<file path="config.mk">
export PLATFORM = sky130hd
export DESIGN_NAME = cafp_fault_protection
export DESIGN_NICKNAME = d
export VERILOG_FILES = /design/src/hw/cafp_pkg.sv /design/src/hw/cafp_blank_timer.sv /design/src/hw/cafp_fault_protection.sv
export VERILOG_INCLUDE_DIRS = /design/src /design/src/hw
export SDC_FILE = /design/constraint.sdc
export NUM_CORES = 1
export LEC_CHECK = 0
export ABC_AREA = 1
export BUFFER_PORTS_ARGS = -buffer_cell sky130_fd_sc_hd__buf_2
export CAP_MARGIN = 25
export CORE_ASPECT_RATIO = 2
export CORE_MARGIN = 2
export CORE_UTILIZATION = 65
export DETAILED_ROUTE_END_ITERATION = 16
export HOLD_SLACK_MARGIN = 0.05
export PLACE_DENSITY = 0.84
export SETUP_SLACK_MARGIN = 0.5
export SLEW_MARGIN = 20
export SYNTH_ARGS = -nofsm -noshare
export SYNTH_HDL_FRONTEND = slang
export SYNTH_HIERARCHICAL = 1
export SYNTH_SLANG_ARGS = --single-unit
</file>
<file path="constraint.sdc">
create_clock -name core_clk -period 5.1 [get_ports core_clk]
set_input_delay 0.51 -clock core_clk [delete_from_list [all_inputs] [get_ports core_clk]]
set_output_delay 0.51 -clock core_clk [all_outputs]
set_load 0.02 [all_outputs]
</file>
<file path="src/hw/cafp_consts.svh">
// Constants for the category A fault protection block.
`ifndef CAFP_CONSTS_SVH
`define CAFP_CONSTS_SVH

// =====================================================================
// Clock and blanking time base
`define CAFP_CLK_PERIOD_NS   8
`define CAFP_BLANK_STEP_NS   100
`define CAFP_BLANK_STEP_CYC  ((`CAFP_BLANK_STEP_NS + `CAFP_CLK_PERIOD_NS - 1) / `CAFP_CLK_PERIOD_NS)

// =====================================================================
// Field widths and positions
`define CAFP_BLANK_W         8
`define CAFP_THR_W           2
`define CAFP_SYNC_W          4
`define CAFP_SYNC_SAT        0
`define CAFP_SYNC_OC1        1
`define CAFP_SYNC_OC2        2
`define CAFP_SYNC_EN         3

// =====================================================================
// Timer channels
`define CAFP_TMR_N           3
`define CAFP_TMR_SAT_ON      0
`define CAFP_TMR_OC_ON       1
`define CAFP_TMR_SAT_OFF     2

`endif

</file>
<file path="src/hw/cafp_pkg.sv">
// Types shared by the category A fault protection block.
`include "cafp_consts.svh"

package cafp_pkg;

   // ==================================================================
   // Operating state, one-hot.
   typedef enum logic [2:0] {
      CAFP_ST_RUN   = 3'h1,
      CAFP_ST_DIS_A = 3'h2,
      CAFP_ST_DIS_B = 3'h4
   } cafp_state_type;

   // ==================================================================
   // Configuration written by software.
   typedef struct packed {
      logic [`CAFP_BLANK_W-1:0] sat_blanking_time;
      logic [`CAFP_BLANK_W-1:0] overcurrent_blanking_time;
      logic [`CAFP_THR_W-1:0]   sat_threshold_select;
      logic                     sat_clamp_enable;
   } cafp_cfg_type;

   // One-cycle clear strobes from software.
   typedef struct packed {
      logic sat_error;
      logic overcurrent_error;
      logic enable_error;
      logic overcurrent_level2;
      logic notify_c;
   } cafp_clear_type;

   // Sticky flags.
   typedef struct packed {
      logic sat_error_flag;
      logic overcurrent_error_flag;
      logic enable_error_flag;
      logic overcurrent_level2_sticky;
      logic notify_c_flag;
   } cafp_flags_type;

   // Live status bits.
   typedef struct packed {
      logic sat_compare_status;
      logic overcurrent_compare1_status;
      logic overcurrent_compare2_status;
      logic enable_valid_status;
      logic disabled_a;
      logic disabled_b;
   } cafp_status_type;

   // Controls towards the output stage and pins.
   typedef struct packed {
      logic                   safe_turnoff_req;
      logic                   regular_turnoff_req;
      logic                   output_stage_off;
      logic                   fault_a_notify_n;
      logic                   vce_sense_out;
      logic                   vce_sense_oe;
      logic [`CAFP_THR_W-1:0] sat_threshold_out;
   } cafp_ctrl_type;

   // Whole state of the main module.
   typedef struct packed {
      logic [`CAFP_SYNC_W-1:0] sync1;
      logic [`CAFP_SYNC_W-1:0] sync2;
      logic                    pwm_prev;
      logic                    en_prev;
      cafp_state_type          operating_state;
      cafp_flags_type          flags;
      cafp_status_type         status;
      cafp_ctrl_type           ctrl;
   } cafp_core_state_type;

endpackage

</file>
<file path="src/hw/cafp_blank_timer.sv">
// Programmable blanking timer counted in fixed time steps.
`include "cafp_consts.svh"

module cafp_blank_timer #(
   parameter int W    = `CAFP_BLANK_W,
   parameter int STEP = `CAFP_BLANK_STEP_CYC
) (
   input  wire logic         core_clk,
   input  wire logic         rst_n,
   input  wire logic         start,
   input  wire logic [W-1:0] len,
   output logic              active
);
   typedef struct packed {
      logic [15:0]  pre;
      logic [W-1:0] cnt;
   } cafp_timer_state_type;

   cafp_timer_state_type st_reg;
   cafp_timer_state_type st_next;

   // Step divider restarts with every start so the length is exact.
   always_comb begin
      st_next = st_reg;
      if (start) begin
         st_next.pre = 16'h0000;
         st_next.cnt = len;
      end else if (st_reg.cnt != '0) begin
         if (st_reg.pre == 16'(STEP - 1)) begin
            st_next.pre = 16'h0000;
            st_next.cnt = st_reg.cnt - W'(1);
         end else begin
            st_next.pre = st_reg.pre + 16'h0001;
         end
      end
   end

   // State register.
   always_ff @(posedge core_clk or negedge rst_n) begin
      if (!rst_n) begin
         st_reg <= '0;
      end else begin
         st_reg <= st_next;
      end
   end

   // Blanking lasts len steps from the cycle after start.
   assign active = (st_reg.cnt != '0);
endmodule

</file>
<file path="src/hw/cafp_fault_protection.sv">
// Category A fault protection: saturation, overcurrent and external enable.
// Functional notes
// - Class A event turns output stage off; stays disabled until reactivation.
// - Class B event disables device and stage; only full reinit recovers.
// - Class C events only raise a notification, output stage untouched.
// - At turn-on, hold saturation pin low for blanking time, then compare.
// - Saturation above threshold: safe turn-off, error flag, fault A notify.
// - Saturation comparator result is visible in a status bit.
// - Saturation detection is inactive while PWM is off.
// - Saturation threshold comes from a software configuration field.
// - At turn-off pull pin down for plateau, then blanking after hard turn-off.
// - With clamp enabled, clamp saturation pin to ground during PWM off.
// - At turn-on, ignore overcurrent input for overcurrent blanking time.
// - Two overcurrent status bits, both masked during blanking.
// - Overcurrent above first threshold: safe turn-off, flag, fault A notify.
// - Overcurrent above second threshold sets a sticky status bit.
// - Overcurrent detection is inactive while PWM is off.
// - Saturation and overcurrent protection run together, each reacting alone.
// - Enable valid-to-invalid: regular turn-off, enable flag, fault A notify.
// - Present enable validity is visible in a status bit.
// - Both overcurrent threshold crossings are visible independently.
`include "cafp_consts.svh"

module cafp_fault_protection (
   input  wire logic                  core_clk,
   input  wire logic                  rst_n,
   input  wire logic                  pwm_on_cmd,
   input  wire logic                  two_level_turnoff,
   input  wire logic                  hard_turnoff_start,
   input  wire logic                  vce_sense_pin,
   input  wire logic                  overcurrent_sense_pin,
   input  wire logic                  overcurrent_level2_pin,
   input  wire logic                  external_enable_pin,
   input  wire logic                  reactivate,
   input  wire logic                  reinit,
   input  wire logic                  class_b_event,
   input  wire logic                  class_c_event,
   input  wire cafp_pkg::cafp_cfg_type   cfg,
   input  wire cafp_pkg::cafp_clear_type flag_clear,
   output cafp_pkg::cafp_flags_type      flags,
   output cafp_pkg::cafp_status_type     status,
   output cafp_pkg::cafp_ctrl_type       ctrl
);
   import cafp_pkg::*;

   // ==================================================================
   // Declarations
   cafp_core_state_type      st_reg;
   cafp_core_state_type      st_next;
   logic [`CAFP_TMR_N-1:0]   tmr_start;
   logic [`CAFP_TMR_N-1:0]   tmr_active;
   logic [`CAFP_BLANK_W-1:0] tmr_len [`CAFP_TMR_N];
   logic                     running;
   logic                     on_start;
   logic                     sat_eval;
   logic                     oc_eval;
   logic                     sat_hit;
   logic                     oc1_hit;
   logic                     oc2_hit;
   logic                     en_fall;
   logic                     class_a;

   // ==================================================================
   // Event decode

   // The stage is running only in the run state.
   assign running  = (st_reg.operating_state == CAFP_ST_RUN);

   // A turn-on sequence begins on the rising PWM command.
   assign on_start = pwm_on_cmd && !st_reg.pwm_prev && running;

   // Saturation is judged only with PWM on and the pin released.
   assign sat_eval = running && pwm_on_cmd && st_reg.pwm_prev
                     && !tmr_active[`CAFP_TMR_SAT_ON]
                     && !st_reg.ctrl.vce_sense_oe;

   // Overcurrent is judged only with PWM on and blanking over.
   assign oc_eval  = running && pwm_on_cmd && st_reg.pwm_prev
                     && !tmr_active[`CAFP_TMR_OC_ON];

   // Each comparator reacts on its own, so both can fire together.
   assign sat_hit  = sat_eval && st_reg.sync2[`CAFP_SYNC_SAT];
   assign oc1_hit  = oc_eval && st_reg.sync2[`CAFP_SYNC_OC1];
   assign oc2_hit  = oc_eval && st_reg.sync2[`CAFP_SYNC_OC2];

   // A valid enable that turns invalid is a fault.
   assign en_fall  = st_reg.en_prev && !st_reg.sync2[`CAFP_SYNC_EN];

   // Any of these is an event of class A.
   assign class_a  = sat_hit || oc1_hit || en_fall;

   // ==================================================================
   // Blanking timers

   // Channel starts: two at turn-on, one at the hard turn-off edge.
   assign tmr_start[`CAFP_TMR_SAT_ON]  = on_start;
   assign tmr_start[`CAFP_TMR_OC_ON]   = on_start;
   assign tmr_start[`CAFP_TMR_SAT_OFF] = hard_turnoff_start;

   // Channel lengths from the configuration.
   assign tmr_len[`CAFP_TMR_SAT_ON]  = cfg.sat_blanking_time;
   assign tmr_len[`CAFP_TMR_OC_ON]   = cfg.overcurrent_blanking_time;
   assign tmr_len[`CAFP_TMR_SAT_OFF] = cfg.sat_blanking_time;

   // One timer per channel.
   genvar gi;
   generate
      for (gi = 0; gi < `CAFP_TMR_N; gi++) begin : g_tmr
         cafp_blank_timer #(
            .W    (`CAFP_BLANK_W),
            .STEP (`CAFP_BLANK_STEP_CYC)
         ) u_tmr (
            .core_clk (core_clk),
            .rst_n    (rst_n),
            .start    (tmr_start[gi]),
            .len      (tmr_len[gi]),
            .active   (tmr_active[gi])
         );
      end
   endgenerate

   // ==================================================================
   // Next state
   always_comb begin
      st_next = st_reg;

      // Pins pass two flops before anything reads them.
      st_next.sync1 = {external_enable_pin, overcurrent_level2_pin,
                       overcurrent_sense_pin, vce_sense_pin};
      st_next.sync2 = st_reg.sync1;
      st_next.pwm_prev = pwm_on_cmd;
      st_next.en_prev  = st_reg.sync2[`CAFP_SYNC_EN];

      // Sticky flags: a set in the clearing cycle wins.
      st_next.flags.sat_error_flag =
         (st_reg.flags.sat_error_flag && !flag_clear.sat_error) || sat_hit;
      st_next.flags.overcurrent_error_flag =
         (st_reg.flags.overcurrent_error_flag && !flag_clear.overcurrent_error)
         || oc1_hit;
      st_next.flags.enable_error_flag =
         (st_reg.flags.enable_error_flag && !flag_clear.enable_error) || en_fall;
      st_next.flags.overcurrent_level2_sticky =
         (st_reg.flags.overcurrent_level2_sticky && !flag_clear.overcurrent_level2)
         || oc2_hit;
      st_next.flags.notify_c_flag =
         (st_reg.flags.notify_c_flag && !flag_clear.notify_c) || class_c_event;

      // Operating state; class B outranks class A.
      case (st_reg.operating_state)
         CAFP_ST_RUN: begin
            if (class_b_event) begin
               st_next.operating_state = CAFP_ST_DIS_B;
            end else if (class_a) begin
               st_next.operating_state = CAFP_ST_DIS_A;
            end
         end
         CAFP_ST_DIS_A: begin
            if (class_b_event) begin
               st_next.operating_state = CAFP_ST_DIS_B;
            end else if (reactivate && !class_a) begin
               st_next.operating_state = CAFP_ST_RUN;
            end
         end
         CAFP_ST_DIS_B: begin
            if (reinit && !class_b_event) begin
               st_next.operating_state = CAFP_ST_RUN;
            end
         end
         default: begin
            st_next.operating_state = CAFP_ST_DIS_B;
         end
      endcase

      // Live status; overcurrent bits are blanked with the evaluation.
      st_next.status.sat_compare_status = st_reg.sync2[`CAFP_SYNC_SAT];
      st_next.status.overcurrent_compare1_status =
         st_reg.sync2[`CAFP_SYNC_OC1] && !tmr_active[`CAFP_TMR_OC_ON];
      st_next.status.overcurrent_compare2_status =
         st_reg.sync2[`CAFP_SYNC_OC2] && !tmr_active[`CAFP_TMR_OC_ON];
      st_next.status.enable_valid_status = st_reg.sync2[`CAFP_SYNC_EN];
      st_next.status.disabled_a = (st_next.operating_state == CAFP_ST_DIS_A);
      st_next.status.disabled_b = (st_next.operating_state == CAFP_ST_DIS_B);

      // Turn-off requests are single-cycle pulses.
      st_next.ctrl.safe_turnoff_req    = sat_hit || oc1_hit;
      st_next.ctrl.regular_turnoff_req = en_fall;
      st_next.ctrl.output_stage_off =
         (st_next.operating_state != CAFP_ST_RUN);

      // Fault A pin is low while any class A flag stands.
      st_next.ctrl.fault_a_notify_n =
         !(st_next.flags.sat_error_flag || st_next.flags.overcurrent_error_flag
           || st_next.flags.enable_error_flag);

      // Saturation pin pull-down: turn-on blanking, plateau, tail, clamp.
      st_next.ctrl.vce_sense_out = 1'b0;
      st_next.ctrl.vce_sense_oe =
         on_start || tmr_active[`CAFP_TMR_SAT_ON]
         || two_level_turnoff || hard_turnoff_start
         || tmr_active[`CAFP_TMR_SAT_OFF]
         || (cfg.sat_clamp_enable && !pwm_on_cmd);

      // Threshold selection passes to the comparator.
      st_next.ctrl.sat_threshold_out = cfg.sat_threshold_select;
   end

   // ==================================================================
   // State register
   always_ff @(posedge core_clk or negedge rst_n) begin
      if (!rst_n) begin
         st_reg                       <= '0;
         st_reg.operating_state       <= CAFP_ST_RUN;
         st_reg.ctrl.fault_a_notify_n <= 1'b1;
      end else begin
         st_reg <= st_next;
      end
   end

   // Outputs straight from the state register.
   assign flags  = st_reg.flags;
   assign status = st_reg.status;
   assign ctrl   = st_reg.ctrl;

   // ==================================================================
   // Assertions

   // Saturation fault gives turn-off, flag and notification.
   a_sat_reaction: assert property (
      @(posedge core_clk) disable iff (!rst_n)
      sat_hit |=> ctrl.safe_turnoff_req && flags.sat_error_flag
                  && !ctrl.fault_a_notify_n)
      else $error("saturation fault reaction missing");

   // Overcurrent fault gives turn-off, flag and notification.
   a_oc_reaction: assert property (
      @(posedge core_clk) disable iff (!rst_n)
      oc1_hit |=> ctrl.safe_turnoff_req && flags.overcurrent_error_flag
                  && !ctrl.fault_a_notify_n)
      else $error("overcurrent fault reaction missing");

   // Enable loss gives regular turn-off, flag and notification.
   a_en_reaction: assert property (
      @(posedge core_clk) disable iff (!rst_n)
      en_fall |=> ctrl.regular_turnoff_req && flags.enable_error_flag
                  && !ctrl.fault_a_notify_n)
      else $error("enable fault reaction missing");

   // No safe turn-off is raised while PWM is off.
   a_pwm_off_quiet: assert property (
      @(posedge core_clk) disable iff (!rst_n)
      !pwm_on_cmd |=> !ctrl.safe_turnoff_req)
      else $error("protection acted with PWM off");

   // Class A disable holds without a reactivation.
   a_dis_a_hold: assert property (
      @(posedge core_clk) disable iff (!rst_n)
      status.disabled_a && !reactivate && !class_b_event
      |=> status.disabled_a && ctrl.output_stage_off)
      else $error("class A disable released early");

   // Class B disable holds until reinitialisation.
   a_dis_b_hold: assert property (
      @(posedge core_clk) disable iff (!rst_n)
      st_reg.operating_state == CAFP_ST_DIS_B && !reinit
      |=> st_reg.operating_state == CAFP_ST_DIS_B)
      else $error("class B disable released without reinit");

   // Class C event alone leaves the stage running.
   a_class_c_only: assert property (
      @(posedge core_clk) disable iff (!rst_n)
      class_c_event && running && !class_a && !class_b_event
      |=> !ctrl.output_stage_off && flags.notify_c_flag)
      else $error("class C event changed the stage");

   // Turn-on holds the saturation pin low.
   a_sat_blank_low: assert property (
      @(posedge core_clk) disable iff (!rst_n)
      on_start && cfg.sat_blanking_time != '0
      |=> ctrl.vce_sense_oe [*2])
      else $error("saturation pin not held at turn-on");

   // Clamp pulls the pin whenever PWM is off.
   a_clamp_pin: assert property (
      @(posedge core_clk) disable iff (!rst_n)
      cfg.sat_clamp_enable && !pwm_on_cmd
      |=> ctrl.vce_sense_oe && !ctrl.vce_sense_out)
      else $error("saturation clamp not applied");

   // Overcurrent status is masked while blanking.
   a_oc_status_mask: assert property (
      @(posedge core_clk) disable iff (!rst_n)
      tmr_active[`CAFP_TMR_OC_ON] |=> !status.overcurrent_compare1_status
                                      && !status.overcurrent_compare2_status)
      else $error("overcurrent status not blanked");

   // A set flag survives a cycle without its clear.
   a_flag_sticky: assert property (
      @(posedge core_clk) disable iff (!rst_n)
      flags.sat_error_flag && !flag_clear.sat_error
      |=> flags.sat_error_flag)
      else $error("saturation flag lost without clear");

   // Plateau holds the pin low.
   a_plateau_low: assert property (
      @(posedge core_clk) disable iff (!rst_n)
      two_level_turnoff |=> ctrl.vce_sense_oe)
      else $error("plateau pin not low");

   // Hard turn-off holds it with no gap.
   a_hard_tail: assert property (
      @(posedge core_clk) disable iff (!rst_n)
      hard_turnoff_start |=> ctrl.vce_sense_oe)
      else $error("hard turn-off pin not low");

   // Level two sets its sticky bit.
   a_lvl2_sticky: assert property (
      @(posedge core_clk) disable iff (!rst_n)
      oc2_hit |=> flags.overcurrent_level2_sticky)
      else $error("sticky bit not set");

   // No sticky set with PWM off.
   a_lvl2_pwm_off: assert property (
      @(posedge core_clk) disable iff (!rst_n)
      !pwm_on_cmd && !flags.overcurrent_level2_sticky
      |=> !flags.overcurrent_level2_sticky)
      else $error("sticky set with PWM off");

   // Enable loss reads as invalid.
   a_en_status: assert property (
      @(posedge core_clk) disable iff (!rst_n)
      ctrl.regular_turnoff_req |-> !status.enable_valid_status)
      else $error("enable status still valid");

   // Selection reaches the comparator.
   a_thr_follow: assert property (
      @(posedge core_clk) disable iff (!rst_n)
      1'b1 |=> ctrl.sat_threshold_out == $past(cfg.sat_threshold_select))
      else $error("threshold not applied");

endmodule

</file>
* Word level (Yosys, flattened, before mapping) *
Cells that the tools add are included.

storage, ports and cells
  flip-flop bits (word level) = 102
  logic and storage cells = 121
  output and inout bits = 19
  input port bits = 37

operators by class
  mux-type cells = 18
  eq/ne operators = 9
  reductions and logical operators = 61
  $add $sub $neg = 6

operators by type and width
  kind                                                                count
  24-bit 2-to-1 mux                                                   6
  16-bit by 1-bit adder with 16-bit output, second input constant     3
  16-bit by 4-bit == test with 1-bit output, second input constant    3
  16-bit 2-to-1 mux                                                   3
  8-bit 2-to-1 mux                                                    3
  8-bit nonzero test                                                  3
  8-bit by 1-bit subtractor with 8-bit output, second input constant  3
  1-bit logical AND                                                   21
  3-bit 2-to-1 mux                                                    5
  1-bit logical NOT                                                   14
  1-bit logical OR                                                    14
  2-bit nonzero test                                                  6
  3-bit case mux with 3 select lines                                  1
  3-bit by 2-bit == test with 1-bit output, second input constant     2
  3-bit == test, second input constant                                2
  2-bit AND reduction                                                 3
  3-bit by 1-bit == test with 1-bit output, second input constant     1
  3-bit by 1-bit != test with 1-bit output, second input constant     1

* Logic depth before layout (Yosys ltp) *
Gate-level depths: netlist of the first run.

  depth after elaboration = 14
  mapped depth = 12
  depth with buffers taken out = 12

* By module *
Netlist of the first run, hierarchy kept.

modules (own cells, without submodules)
  module                                  cells an instance  times used  area each (um^2)
  cafp_blank_timer at g_tmr[1].u_tmr ...  250                2           1,654.1
  cafp_blank_timer at g_tmr[0].u_tmr      249                1           1,724.2
  cafp_fault_protection                   111                1           1,193.6

* Worst setup path before layout of the first run *
OpenSTA, ideal clock, no wires.

  path kind = reg-to-reg
  start = reg g_tmr[0].u_tmr/st_reg[0] (netlist name)
  end = reg ctrl[5] (netlist name)
  stages on the path, launching flop included = 13
  library setup time = 0.066 ns
  period minus slack after synthesis = 1.726 ns
  path slack = 3.374 ns
  arrival time = 1.660 ns
  buffers on the path = 0
  path through = dfrtp_1 -> inv_1 -> ha_1 -> nand2_2 -> nor2_8 -> inv_1 -> nor3b_1 -> o21ai_2 -> nand3_2 -> nand2_1 -> nand2_1 -> nand2_2 -> nand2_1

RTL lines
  element                   line                    source
  start: declaration        cafp_blank_timer.sv:19  cafp_timer_state_type st_reg;
  start signal: assignment  cafp_blank_timer.sv:43  st_reg <= st_next;

==> reports/results.md, run 1 <==
- **instance count after placement with tap cells included** 985
- **dominant cell by count in the synthesized netlist** sky130_fd_sc_hd__nand2_1
- **routed vias/inst** 5.630
- **area overhead of the layout relative to synthesis** 7.235%
- **max FFs per register** 72
- **shortest clock period the worst path allows after layout** 2.483 ns
- **number of buffers added by the clock tree synthesis step** 9
- **# Post-CTS Setup Buffers** 0
- **flops & latches, synth** 102
- **H-tree level count** 3
- **worst clock skew on the final layout** 0.008843 ns
- **length in cells of the worst reg-to-reg path** 9
- **Mapped Cells** 860
- **die area** 10430 sq um
- **layout cells sized above 1** 13.82%
- **outcome** completed
- **Initial Utilization** 66.79%
- **Slew @ Worst Pin** 0.7195 ns
- **area of the core region** 9321 sq um
- **Total Neg Setup Slack** 0 ns
- **Crit path buffers/inverters** 3
- **clock tree sinks** 102
- **Syn Nets** 909
- **Arrival @ worst endpoint** 2.76 ns
- **final cell count without fillers** 1001
- **DRC violations left** 0
- **area taken by multi-input logic gates** 3014 sq um
- **gr usage total** 29.94%
- **number of diodes** 0
- **count of final max-slew check failures** 0
- **total global routing overflow** 0
- **final antenna-violating net count** 0
- **slowest stage cell, crit path** sky130_fd_sc_hd__dfstp_2
- **total half-perimeter wirelength after legalization and detailed placement** 11.01 mm
- **clock transition time at the flip-flop clock pins of the worst setup and hold paths** 0.07 ns
- **wire per inst** 14.46 microns
- **number of antenna violations at the first check in global routing** 0
- **classification of the worst-slack hold path** input pin to asynchronous set/reset pin
- **last weighted congestion value of the routability-driven placer** 0.9163
- **list of most frequent post-synthesis cells** sky130_fd_sc_hd__nand2_1 (274), sky130_fd_sc_hd__nor2_1 (114), sky130_fd_sc_hd__dfrtp_1 (100), sky130_fd_sc_hd__inv_1 (95), sky130_fd_sc_hd__nand3_1 (61)
- **Max-Slew Margin vs Limit** 52.03%
- **vias in the first global route** 5603
- **unrepaired setup endpoints after global routing** false
- **clock root buffer** sky130_fd_sc_hd__clkbuf_16
- **largest cells by area after synthesis** sky130_fd_sc_hd__dfrtp_1 (40%), sky130_fd_sc_hd__nand2_1 (17%), sky130_fd_sc_hd__nor2_1 (6.9%)
- **number of vias in the routed layout** 5636
- **Leakage Power** 3.403 nW
- **total count of hold-check failures in the final report** 0
- **Worst Path Required** 5.37 ns
- **number of gates resized after CTS** 0
- **dominant cell type by area after synthesis** sky130_fd_sc_hd__dfrtp_1
- **critical path endpoint category** flop
- **Final Power** 2.763 mW
- **final setup vio count** 0
- **hold buffers post-CTS** 0
- **Detailed Route WL** 14.48 mm
- **Max Fanout on Critical Path** 20
- **worst path cell trace** nand4_2 > nor2_1 > buf_4 > inv_1 > nand2_2 > nand2_2 > inv_1 > nand2_1 > nand2_1
- **wire length of the first global-routing pass** 24.70 mm
- **DRC marker count from the first detailed-route iteration** 414
- **IO Pins** 56
- **number of fill cells in the layout** 771
- **distinct cell type count after synthesis** 39
- **CTS Buffer Depth** 2
- **height of the die** 142.4 microns
- **Critical Path Source Type** flop
- **clock latency of the later-clocked register in the worst-skew pair** 0.34 ns
- **crit-path max cell delay** 0.57 ns
- **top-area cell type share of the netlist area** 40.19%
- **EDFF count, synth** 0
- **peak ir drop on the vdd network** 0.3011 mV
- **Final #Nets** 941
- **Max Cap Viol** 0
- **Warnings, synthesis** 6
- **area occupied by registers** 2555 sq um
- **FMAX** 402.7 MHz
- **total standard cell area after synthesis** 6226 sq um
- **horizontal extent of the die** 73.21 microns
- **largest net degree at the start of global routing** 58
- **Most used DFF post-synth** sky130_fd_sc_hd__dfrtp_1
- **power density of the placed cells** 413.9 nW/um^2
- **Avg Inst Size Synth** 7.240 sq um
- **largest delay contributor family on the critical path** simple AND/OR/NAND/NOR gates
- **first-pass iteration count of the detailed router** 5
- **stages on the worst setup path** 9
- **Final period util** 48.69%
- **CTS tree** done
- **number of input and output port buffers inserted** 54
- **post-synthesis async set-or-reset flop share** 100.0%
- **sequential-to-total area share from yosys stat** 41.04%
- **number of rows created at floorplan** 50
- **Setup Crit Path Kind** flop to flop
-- power breakdown --
| group | internal (mW) | switching (mW) |
|---|---|---|
| Clock | 0.445 | 0.295 |
| Combinational | 0.317 | 0.564 |
| Sequential | 0.954 | 0.188 |
| Total | 1.72 | 1.05 |
-- metrics by stage --
step	utilization, %	hold WS, ns	worst slack (ns)	cell area (sq um)
floorplan	-	0.2144	3.374	6226
global placement	68.13	0.3362	2.599	6351
detailed placement	68.13	0.3372	2.512	6351
CTS	71.62	0.2457	2.619	6676
global route	71.62	0.2601	2.365	6676
finish	71.62	0.2289	2.617	6676
-- path summary, 6_finish.rpt --
| check | startpoint | endpoint | slack, ns |
|---|---|---|---|
| worst max-delay path | st_reg[19] | g_tmr[1].u_tmr/st_reg[4] | 2.62 |
| worst min-delay path | rst_n | st_next[10] | 0.23 |
| worst max register to register | st_reg[19] | g_tmr[1].u_tmr/st_reg[4] | 2.62 |
| worst min register to register | st_next[25] | st_reg[25] | 0.35 |
| max in group asynchronous | rst_n | g_tmr[0].u_tmr/st_reg[15] | 3.81 |
| min in group core_clk | cfg[1] | ctrl[0] | 0.27 |
-- layer usage --
| metal | vias up | global-route usage, % | share of wire, % |
|---|---|---|---|
| li1 | 2773 | - | - |
| met1 | 2614 | 33.02 | 37 |
| met2 | 195 | 54.58 | 55 |
| met3 | 54 | 3.541 | 4.3 |
| met4 | 0 | 14.72 | 3.8 |
| met5 | - | 0 | 0 |
-- cell families (layout without fill, tap and decap cells) --
family                   Yosys count  count (layout)  share of synthesized area (%)
buffers and inverters            132             169                          10.55
AO/OA/AOI/OAI                     78              78                          7.516
other                              1               1                        0.06023
adder cells (fa/ha/maj)           12              12                          2.412
multiplexers                       3               3                         0.4823
flip-flops                       102             102                          41.04
AND/OR/NAND/NOR                  528             528                          37.38
XOR/XNOR                           4               4                         0.5626
-- area by class of cell --
| class | count | area share [%] |
|---|---|---|
| multi-input combinational | 626 | 45.15 |
| sequential | 102 | 38.27 |
| inverter | 97 | 5.454 |
| timing repair buffer | 56 | 4.310 |
| clock buffer | 11 | 3.636 |
| tap | 104 | 1.949 |
| clock inverter | 5 | 1.237 |
-- cell usage in the layout (no fill, tap or decap), types with 2 or more instances in the layout --
cell type                   netlist  layout
sky130_fd_sc_hd__nand2_1        274     274
sky130_fd_sc_hd__nor2_1         114     114
sky130_fd_sc_hd__dfrtp_1        100     100
sky130_fd_sc_hd__inv_1           95      95
sky130_fd_sc_hd__nand3_1         61      61
sky130_fd_sc_hd__buf_2            5      53
sky130_fd_sc_hd__nand4_1         30      30
sky130_fd_sc_hd__o21ai_0         23      23
sky130_fd_sc_hd__o21ai_1         15      15
sky130_fd_sc_hd__a21oi_1         14      14
sky130_fd_sc_hd__nand2_2         13      13
sky130_fd_sc_hd__ha_1            12      12
sky130_fd_sc_hd__nor2_2          11      11
sky130_fd_sc_hd__clkbuf_16        0       9
sky130_fd_sc_hd__o21bai_1         8       8
sky130_fd_sc_hd__nor2_4           6       6
sky130_fd_sc_hd__a21oi_2          6       6
sky130_fd_sc_hd__nand3b_1         5       5
sky130_fd_sc_hd__o21ai_2          4       4
sky130_fd_sc_hd__nor3_1           4       4
sky130_fd_sc_hd__xor2_1           4       4
sky130_fd_sc_hd__nand2_4          3       3
sky130_fd_sc_hd__a31oi_1          3       3
sky130_fd_sc_hd__mux2i_1          3       3
sky130_fd_sc_hd__buf_4           21       3
sky130_fd_sc_hd__o22ai_1          2       2
sky130_fd_sc_hd__bufinv_16        0       2
sky130_fd_sc_hd__dfstp_2          2       2
sky130_fd_sc_hd__inv_2            2       2
sky130_fd_sc_hd__or2_2            2       2
(Power assumes the default switching activity.)
==> inputs of run 2 (changes only) <==
Settings changed: ABC_AREA 1 to 0, CORE_UTILIZATION 65 to 60, PLACE_DENSITY 0.84 to 0.79.
Clock period 5.1 ns to 2.35 ns, I/O delays scaled along.
==> run 2 against run 1 <==
  * Synthesized cell count decreased by 30%
  * Count of clock-buffer cells in the layout decreased by 2
  * Die area increased by 0.24%
  * Global-route usage increased by 4.5 points
  * Fmax increased by 9.8%
  * Largest cell class unchanged
  * Highest routed layer unchanged
==> reports/results.md, run 2 <==
- **shortest clock period the worst path allows after layout** 2.262 ns
- **outcome** completed
- **distinct cell type count after synthesis** 70
- **classification of the worst-slack hold path** input pin to flop
- **height of the die** 142.6 microns
- **final non-filler cell area** 8059 sq um
- **flops & latches, synth** 102
- **Leakage Power** 3.388 nW
- **Max Fanout on Critical Path** 5
- **clock transition time at the flip-flop clock pins of the worst setup and hold paths** 0.08 ns
- **instance count after placement with tap cells included** 740
- **most common cell after layout, fill and taps aside** sky130_fd_sc_hd__buf_4
- **number of buffers added by the clock tree synthesis step** 9
- **number of antenna violations at the first check in global routing** 0
- **number of vias in the routed layout** 6328
- **Worst Path Required** 2.56 ns
- **wire per inst** 25.43 microns
- **number of diodes** 0
- **Avg Inst Size Synth** 9.524 sq um
- **wire length of the first global-routing pass** 27.94 mm
- **top library cells by usage in the layout, fill and taps aside** sky130_fd_sc_hd__buf_4 (89), sky130_fd_sc_hd__dfrtp_1 (88), sky130_fd_sc_hd__buf_2 (53)
- **total count of hold-check failures in the final report** 0
- **Final Core Density** 86.46%
- **EDFF count, synth** 0
- **horizontal extent of the die** 73.29 microns
- **routed vias/inst** 7.324
- **last weighted congestion value of the routability-driven placer** 0.9515
- **H-tree level count** 3
- **Hold Worst Slack** 0.07082 ns
- **Final #Nets** 804
- **area overhead of the layout relative to synthesis** 39.87%
- **Final period util** 96.25%
- **Total Neg Setup Slack** 0 ns
- **power share of the clock group** 29.0%
- **Gate power share** 25.1%
- **dominant cell by count in the synthesized netlist** sky130_fd_sc_hd__dfrtp_1
- **share of power burned in registers** 45.9%
- **final antenna-violating net count** 0
- **count of final max-slew check failures** 0
- **vias in the first global route** 5646
- **power density of the placed cells** 674.1 nW/um^2
- **peak ir drop on the vdd network** 0.5506 mV
- **Mapped Cells** 605
- **critical path endpoint category** flop
- **internal power consumption** 3.494 mW
- **Slew @ Worst Pin** 0.8102 ns
- **total half-perimeter wirelength after legalization and detailed placement** 10.27 mm
- **net switching power** 1.938 mW
- **max FFs per register** 72
- **switching share of total power** 35.68%
- **top-area cell type share of the netlist area** 43.43%
- **sequential-to-total area share from yosys stat** 44.34%
- **gr usage total** 34.48%
- **number of input and output port buffers inserted** 54
- **Initial Utilization** 61.81%
- **first-pass iteration count of the detailed router** 6
- **clock root buffer** sky130_fd_sc_hd__clkbuf_16
- **largest net degree at the start of global routing** 43
- **clock latency of the later-clocked register in the worst-skew pair** 0.37 ns
- **Arrival @ worst endpoint** 2.47 ns
- **IO Pins** 56
- **worst clock skew on the final layout** 0.01001 ns
- **layout cells sized above 1** 43.55%
- **clock tree sinks** 102
- **placement-stage cell area** 6132 sq um
- **Setup Crit Path Kind** flop to flop
- **total global routing overflow** 0
- **Syn Nets** 654
- **DRC marker count from the first detailed-route iteration** 917
- **Max-Slew Margin vs Limit** 45.93%
- **die area** 10450 sq um
- **post-synthesis async set-or-reset flop share** 100.0%
- **list of most frequent post-synthesis cells** sky130_fd_sc_hd__dfrtp_1 (100), sky130_fd_sc_hd__nor2_1 (46), sky130_fd_sc_hd__nand2_1 (43), sky130_fd_sc_hd__inv_1 (32), sky130_fd_sc_hd__nand3_1 (31)
- **Warnings, synthesis** 6
- **Most used DFF post-synth** sky130_fd_sc_hd__dfrtp_1
- **Critical Path Source Type** flop
- **FMAX** 442.1 MHz
- **Detailed Route WL** 21.97 mm
- **dominant cell type by area after synthesis** sky130_fd_sc_hd__dfrtp_1
- **DRC violations left** 0
- **largest cells by area after synthesis** sky130_fd_sc_hd__dfrtp_1 (43%), sky130_fd_sc_hd__nor2_1 (3.0%), sky130_fd_sc_hd__nand4_1 (2.8%)
- **final setup vio count** 0
- **total standard cell area after synthesis** 5762 sq um
- **Max Cap Viol** 0
- **CTS tree** done
- **area of the core region** 9321 sq um
- **unrepaired setup endpoints after global routing** true
- **final cell count without fillers** 864
- **number of rows created at floorplan** 50
- **CTS Buffer Depth** 2
## run 2: cell count changes after synthesis, sizes merged, moves of 19 or more
cell / change
nand2: -247
nand3: -31
inv: -64
nor3: +19
or4: +19
nor2: -85
## run 2: timing repair
action                     4_1_cts  5_1_grt
pin swaps                       16       68
buffers inserted                48       44
setup endpoints to repair       72       73
gates cloned                     2        5
hold endpoints to repair        46        0
hold buffers                     9        0
gates resized for setup         46      140
## run 2: power groups by stage
| stage | Sequential [mW] | Clock (mW) | Combinational, mW |
|---|---|---|---|
| floorplan | 2.30 | 0 | 0.590 |
| global placement | 2.40 | 0 | 0.737 |
| detailed placement | 2.42 | 0 | 0.775 |
| CTS | 2.38 | 1.54 | 0.980 |
| global route | 2.50 | 1.65 | 1.46 |
| finish | 2.49 | 1.58 | 1.37 |
## run 2: layout make-up
cell class	instances	area, sq um
multi-input cells	427	3508
flip-flops and latches	102	2570
repair buffers	178	1378
fillers	436	1262
clock buffers	9	225.2
inverters	34	147.6
well taps	104	130.1
clock inverters	7	82.58
repair inverters	3	17.52
## run 2: routing by layer
| layer | GRT usage (%) | part of all wire [%] | up-vias | wire [microns] |
|---|---|---|---|---|
| li1 | - | - | 2590 | - |
| met1 | 38.57 | 33 | 3042 | 7302 |
| met2 | 60.50 | 51 | 518 | 11290 |
| met3 | 6.586 | 7.9 | 178 | 1732 |
| met4 | 17.51 | 7.5 | 0 | 1649 |
| met5 | 0 | 0 | - | 0 |
## run 2: final timing paths
check                      cells past startpoint                      from  slack [ns]                        end
min in group asynchronous                      2                     rst_n        0.39  g_tmr[0].u_tmr/st_reg[16]
max                                            8  g_tmr[0].u_tmr/st_reg[1]        0.09   g_tmr[0].u_tmr/st_reg[1]
min                                            3                    cfg[8]        0.07   g_tmr[1].u_tmr/st_reg[5]
min reg2reg                                    0               st_next[26]        0.36                 st_reg[26]
max in group asynchronous                      3                     rst_n        1.16   g_tmr[1].u_tmr/st_reg[0]
max reg2reg                                    8  g_tmr[0].u_tmr/st_reg[1]        0.09   g_tmr[0].u_tmr/st_reg[1]
## run 2: worst max-delay path, cell delays in order (launching register included)
cell	delay (ns)
sky130_fd_sc_hd__dfrtp_1	0.43
sky130_fd_sc_hd__inv_2	0.10
sky130_fd_sc_hd__ha_4	0.13
sky130_fd_sc_hd__or3b_4	0.43
sky130_fd_sc_hd__nor2_8	0.13
sky130_fd_sc_hd__buf_4	0.14
sky130_fd_sc_hd__bufbuf_16	0.26
sky130_fd_sc_hd__nor2_1	0.05
sky130_fd_sc_hd__o311ai_1	0.43
## run 2: kinds of logic (layout without fill, tap and decap cells)
kind of cell             Yosys count  count (layout)  share of synthesized area [%]
AND/OR/NAND/NOR                  273             275                          28.06
buffers and inverters             78             231                          6.775
AO/OA/AOI/OAI                    130             130                          16.59
other                              1               1                        0.06508
flip-flops                       102             102                          44.34
multiplexers                       7               7                          1.260
XOR/XNOR                           2               2                         0.3041
adder cells (fa/ha/maj)           12              12                          2.606
## run 2: stage by stage
stage                     setup slack [ns]  power (mW)
final                              0.08802       5.433
after global routing               0.07795       5.611
after CTS                           0.2788       4.906
after detailed placement            0.1813       3.194
after global placement              0.2697       3.138
after floorplan                     0.2600       2.891
==> inputs of run 3 (changes only) <==
Clock period 2.35 ns to 2.4 ns, I/O delays scaled along.
==> run 3 against run 2 <==
  * Sequential share of layout area rose by 1.2 points
  * Global-route usage fell by 2.6 points
  * Final area fell by 3.9%
  * Die area did not move
  * Largest cell class unchanged
==> reports/results.md, run 3 (same netlist as run 2, synthesis figures left out) <==
- **Max Cap Viol** 0
- **DRC violations left** 0
- **number of input and output port buffers inserted** 54
- **Total Neg Setup Slack** 0 ns
- **height of the die** 142.6 microns
- **most common cell after layout, fill and taps aside** sky130_fd_sc_hd__dfrtp_1
- **number of antenna violations at the first check in global routing** 0
- **number of diodes** 0
- **first-pass iteration count of the detailed router** 5
- **layout cells sized above 1** 37.15%
- **die area** 10450 sq um
- **area of the core region** 9321 sq um
- **Final Power** 5.168 mW
- **Setup Crit Path Kind** flop to flop
- **Initial Utilization** 61.81%
- **total half-perimeter wirelength after legalization and detailed placement** 9.875 mm
- **Detailed Route WL** 19.31 mm
- **worst path cell trace** nor3_1 > nand4_1 > or4_4 > a31oi_4
- **number of buffers added by the clock tree synthesis step** 9
- **count of final max-slew check failures** 0
- **area taken by multi-input logic gates** 3286 sq um
- **area occupied by registers** 2567 sq um
- **vias in the first global route** 5581
- **max FFs per register** 72
- **top library cells by usage in the layout, fill and taps aside** sky130_fd_sc_hd__dfrtp_1 (90), sky130_fd_sc_hd__buf_4 (79), sky130_fd_sc_hd__buf_2 (54)
- **worst clock skew on the final layout** 0.009743 ns
- **peak ir drop on the vdd network** 0.6024 mV
- **unrepaired setup endpoints after global routing** true
- **gr usage total** 31.91%
- **area overhead of the layout relative to synthesis** 34.48%
- **number of rows created at floorplan** 50
- **H-tree level count** 3
- **Final period util** 93.32%
- **classification of the worst-slack hold path** input pin to flop
- **Final #Nets** 787
- **shortest clock period the worst path allows after layout** 2.240 ns
- **FMAX** 446.5 MHz
- **number of fill cells in the layout** 446
- **wire per inst** 22.80 microns
- **total global routing overflow** 0
- **CTS tree** done
- **power density of the placed cells** 666.9 nW/um^2
- **number of vias in the routed layout** 6069
- **Final Core Density** 83.13%
- **clock root buffer** sky130_fd_sc_hd__clkbuf_16
- **Arrival @ worst endpoint** 2.52 ns
- **Slew @ Worst Pin** 0.7118 ns
- **CTS Buffer Depth** 2
- **final setup vio count** 0
- **IO Pins** 56
- **total count of hold-check failures in the final report** 0
- **final antenna-violating net count** 0
- **Leakage Power** 3.296 nW
- **slowest stage cell, crit path** sky130_fd_sc_hd__or4_4
- **clock transition time at the flip-flop clock pins of the worst setup and hold paths** 0.09 ns
- **routed vias/inst** 7.165
- **DRC marker count from the first detailed-route iteration** 784
- **last weighted congestion value of the routability-driven placer** 0.8958
- **Max Fanout on Critical Path** 6
- **Setup WS pre-CTS** 0.2058 ns
- **Critical Path Source Type** flop
- **Max-Slew Margin vs Limit** 52.50%
- **outcome** completed
- **crit-path max cell delay** 0.63 ns
- **critical path endpoint category** flop
- **wire length of the first global-routing pass** 26.00 mm
- **horizontal extent of the die** 73.29 microns
- **slack of the critical path** 0.1602 ns
- **clock latency of the later-clocked register in the worst-skew pair** 0.36 ns
- **largest net degree at the start of global routing** 77
- **Worst Path Required** 2.68 ns
- **clock tree sinks** 102
-- run 3: cell types whose count changed in the layout (fill, tap and decap cells not counted), moves of 5 or more --
cell                      before  now
sky130_fd_sc_hd__a21oi_1       9   14
sky130_fd_sc_hd__buf_4        89   79
sky130_fd_sc_hd__buf_6        21   11
sky130_fd_sc_hd__o21ai_0      13   22
sky130_fd_sc_hd__o21ai_2       8    0
sky130_fd_sc_hd__or4_1         3    9
sky130_fd_sc_hd__or4_4        16   10
-- run 3: worst paths after layout --
path	start	endpoint	slack [ns]	depth (start not counted)
max in group asynchronous	rst_n	st_reg[19]	1.28	3
min reg2reg	st_next[24]	st_next[13]	0.36	0
min in group asynchronous	rst_n	g_tmr[0].u_tmr/st_reg[16]	0.35	2
max reg2reg	g_tmr[1].u_tmr/st_reg[14]	g_tmr[1].u_tmr/st_reg[7]	0.16	4
min	class_c_event	flags[0]	0.07	2
max	g_tmr[1].u_tmr/st_reg[14]	g_tmr[1].u_tmr/st_reg[7]	0.16	4
-- run 3: per-stage QoR --
step	hold WS, ns	std cells	instance area (sq um)
after floorplan	-0.05559	605	5808
after global placement	0.1839	737	6110
after detailed placement	0.1913	737	6110
after CTS	0.05694	800	7004
after global routing	0.05727	847	7749
final	0.06848	847	7749
-- run 3: timing repair --
item / in CTS / in global routing
resized for setup: 41 / 77
hold buffers: 8 / 1
cloned: 3 / 4
setup buffers: 36 / 42
pin swaps: 17 / 33
endpoints found under the setup margin: 62 / 65
endpoints found under the hold margin: 33 / 1
-- run 3: area by class of cell --
type	instances	area share [%]
multi-input cells	425	42.40
flip-flops and latches	102	33.13
repair buffers	163	16.52
clock buffers	9	2.907
inverters	34	1.857
well taps	104	1.679
clock inverters	7	1.211
repair inverters	3	0.2907
-- run 3: metal layers --
layer,routed length [microns],global-route usage [%],vias up,part of all wire [%]
met4,1474,19.23,0,7.6
met1,6581,33.96,2933,34
li1,-,-,2554,-
met5,0,0,-,0
met3,1276,5.312,155,6.6
met2,9977,56.80,427,52
-- run 3: worst max-delay path: cells and delay by family (launching register included) --
| kind | cells | cell delay, ns |
|---|---|---|
| DFF | 1 | 0.49 |
| AOI/OAI and AO/OA | 1 | 0.16 |
| and+or+nand+nor | 3 | 1.51 |
-- run 3: where the power goes --
| part | leakage [nW] | internal, mW | switching [mW] |
|---|---|---|---|
| Sequential | 1.21 | 1.99 | 0.431 |
| Combinational | 1.93 | 0.617 | 0.595 |
| Clock | 0.154 | 0.761 | 0.779 |
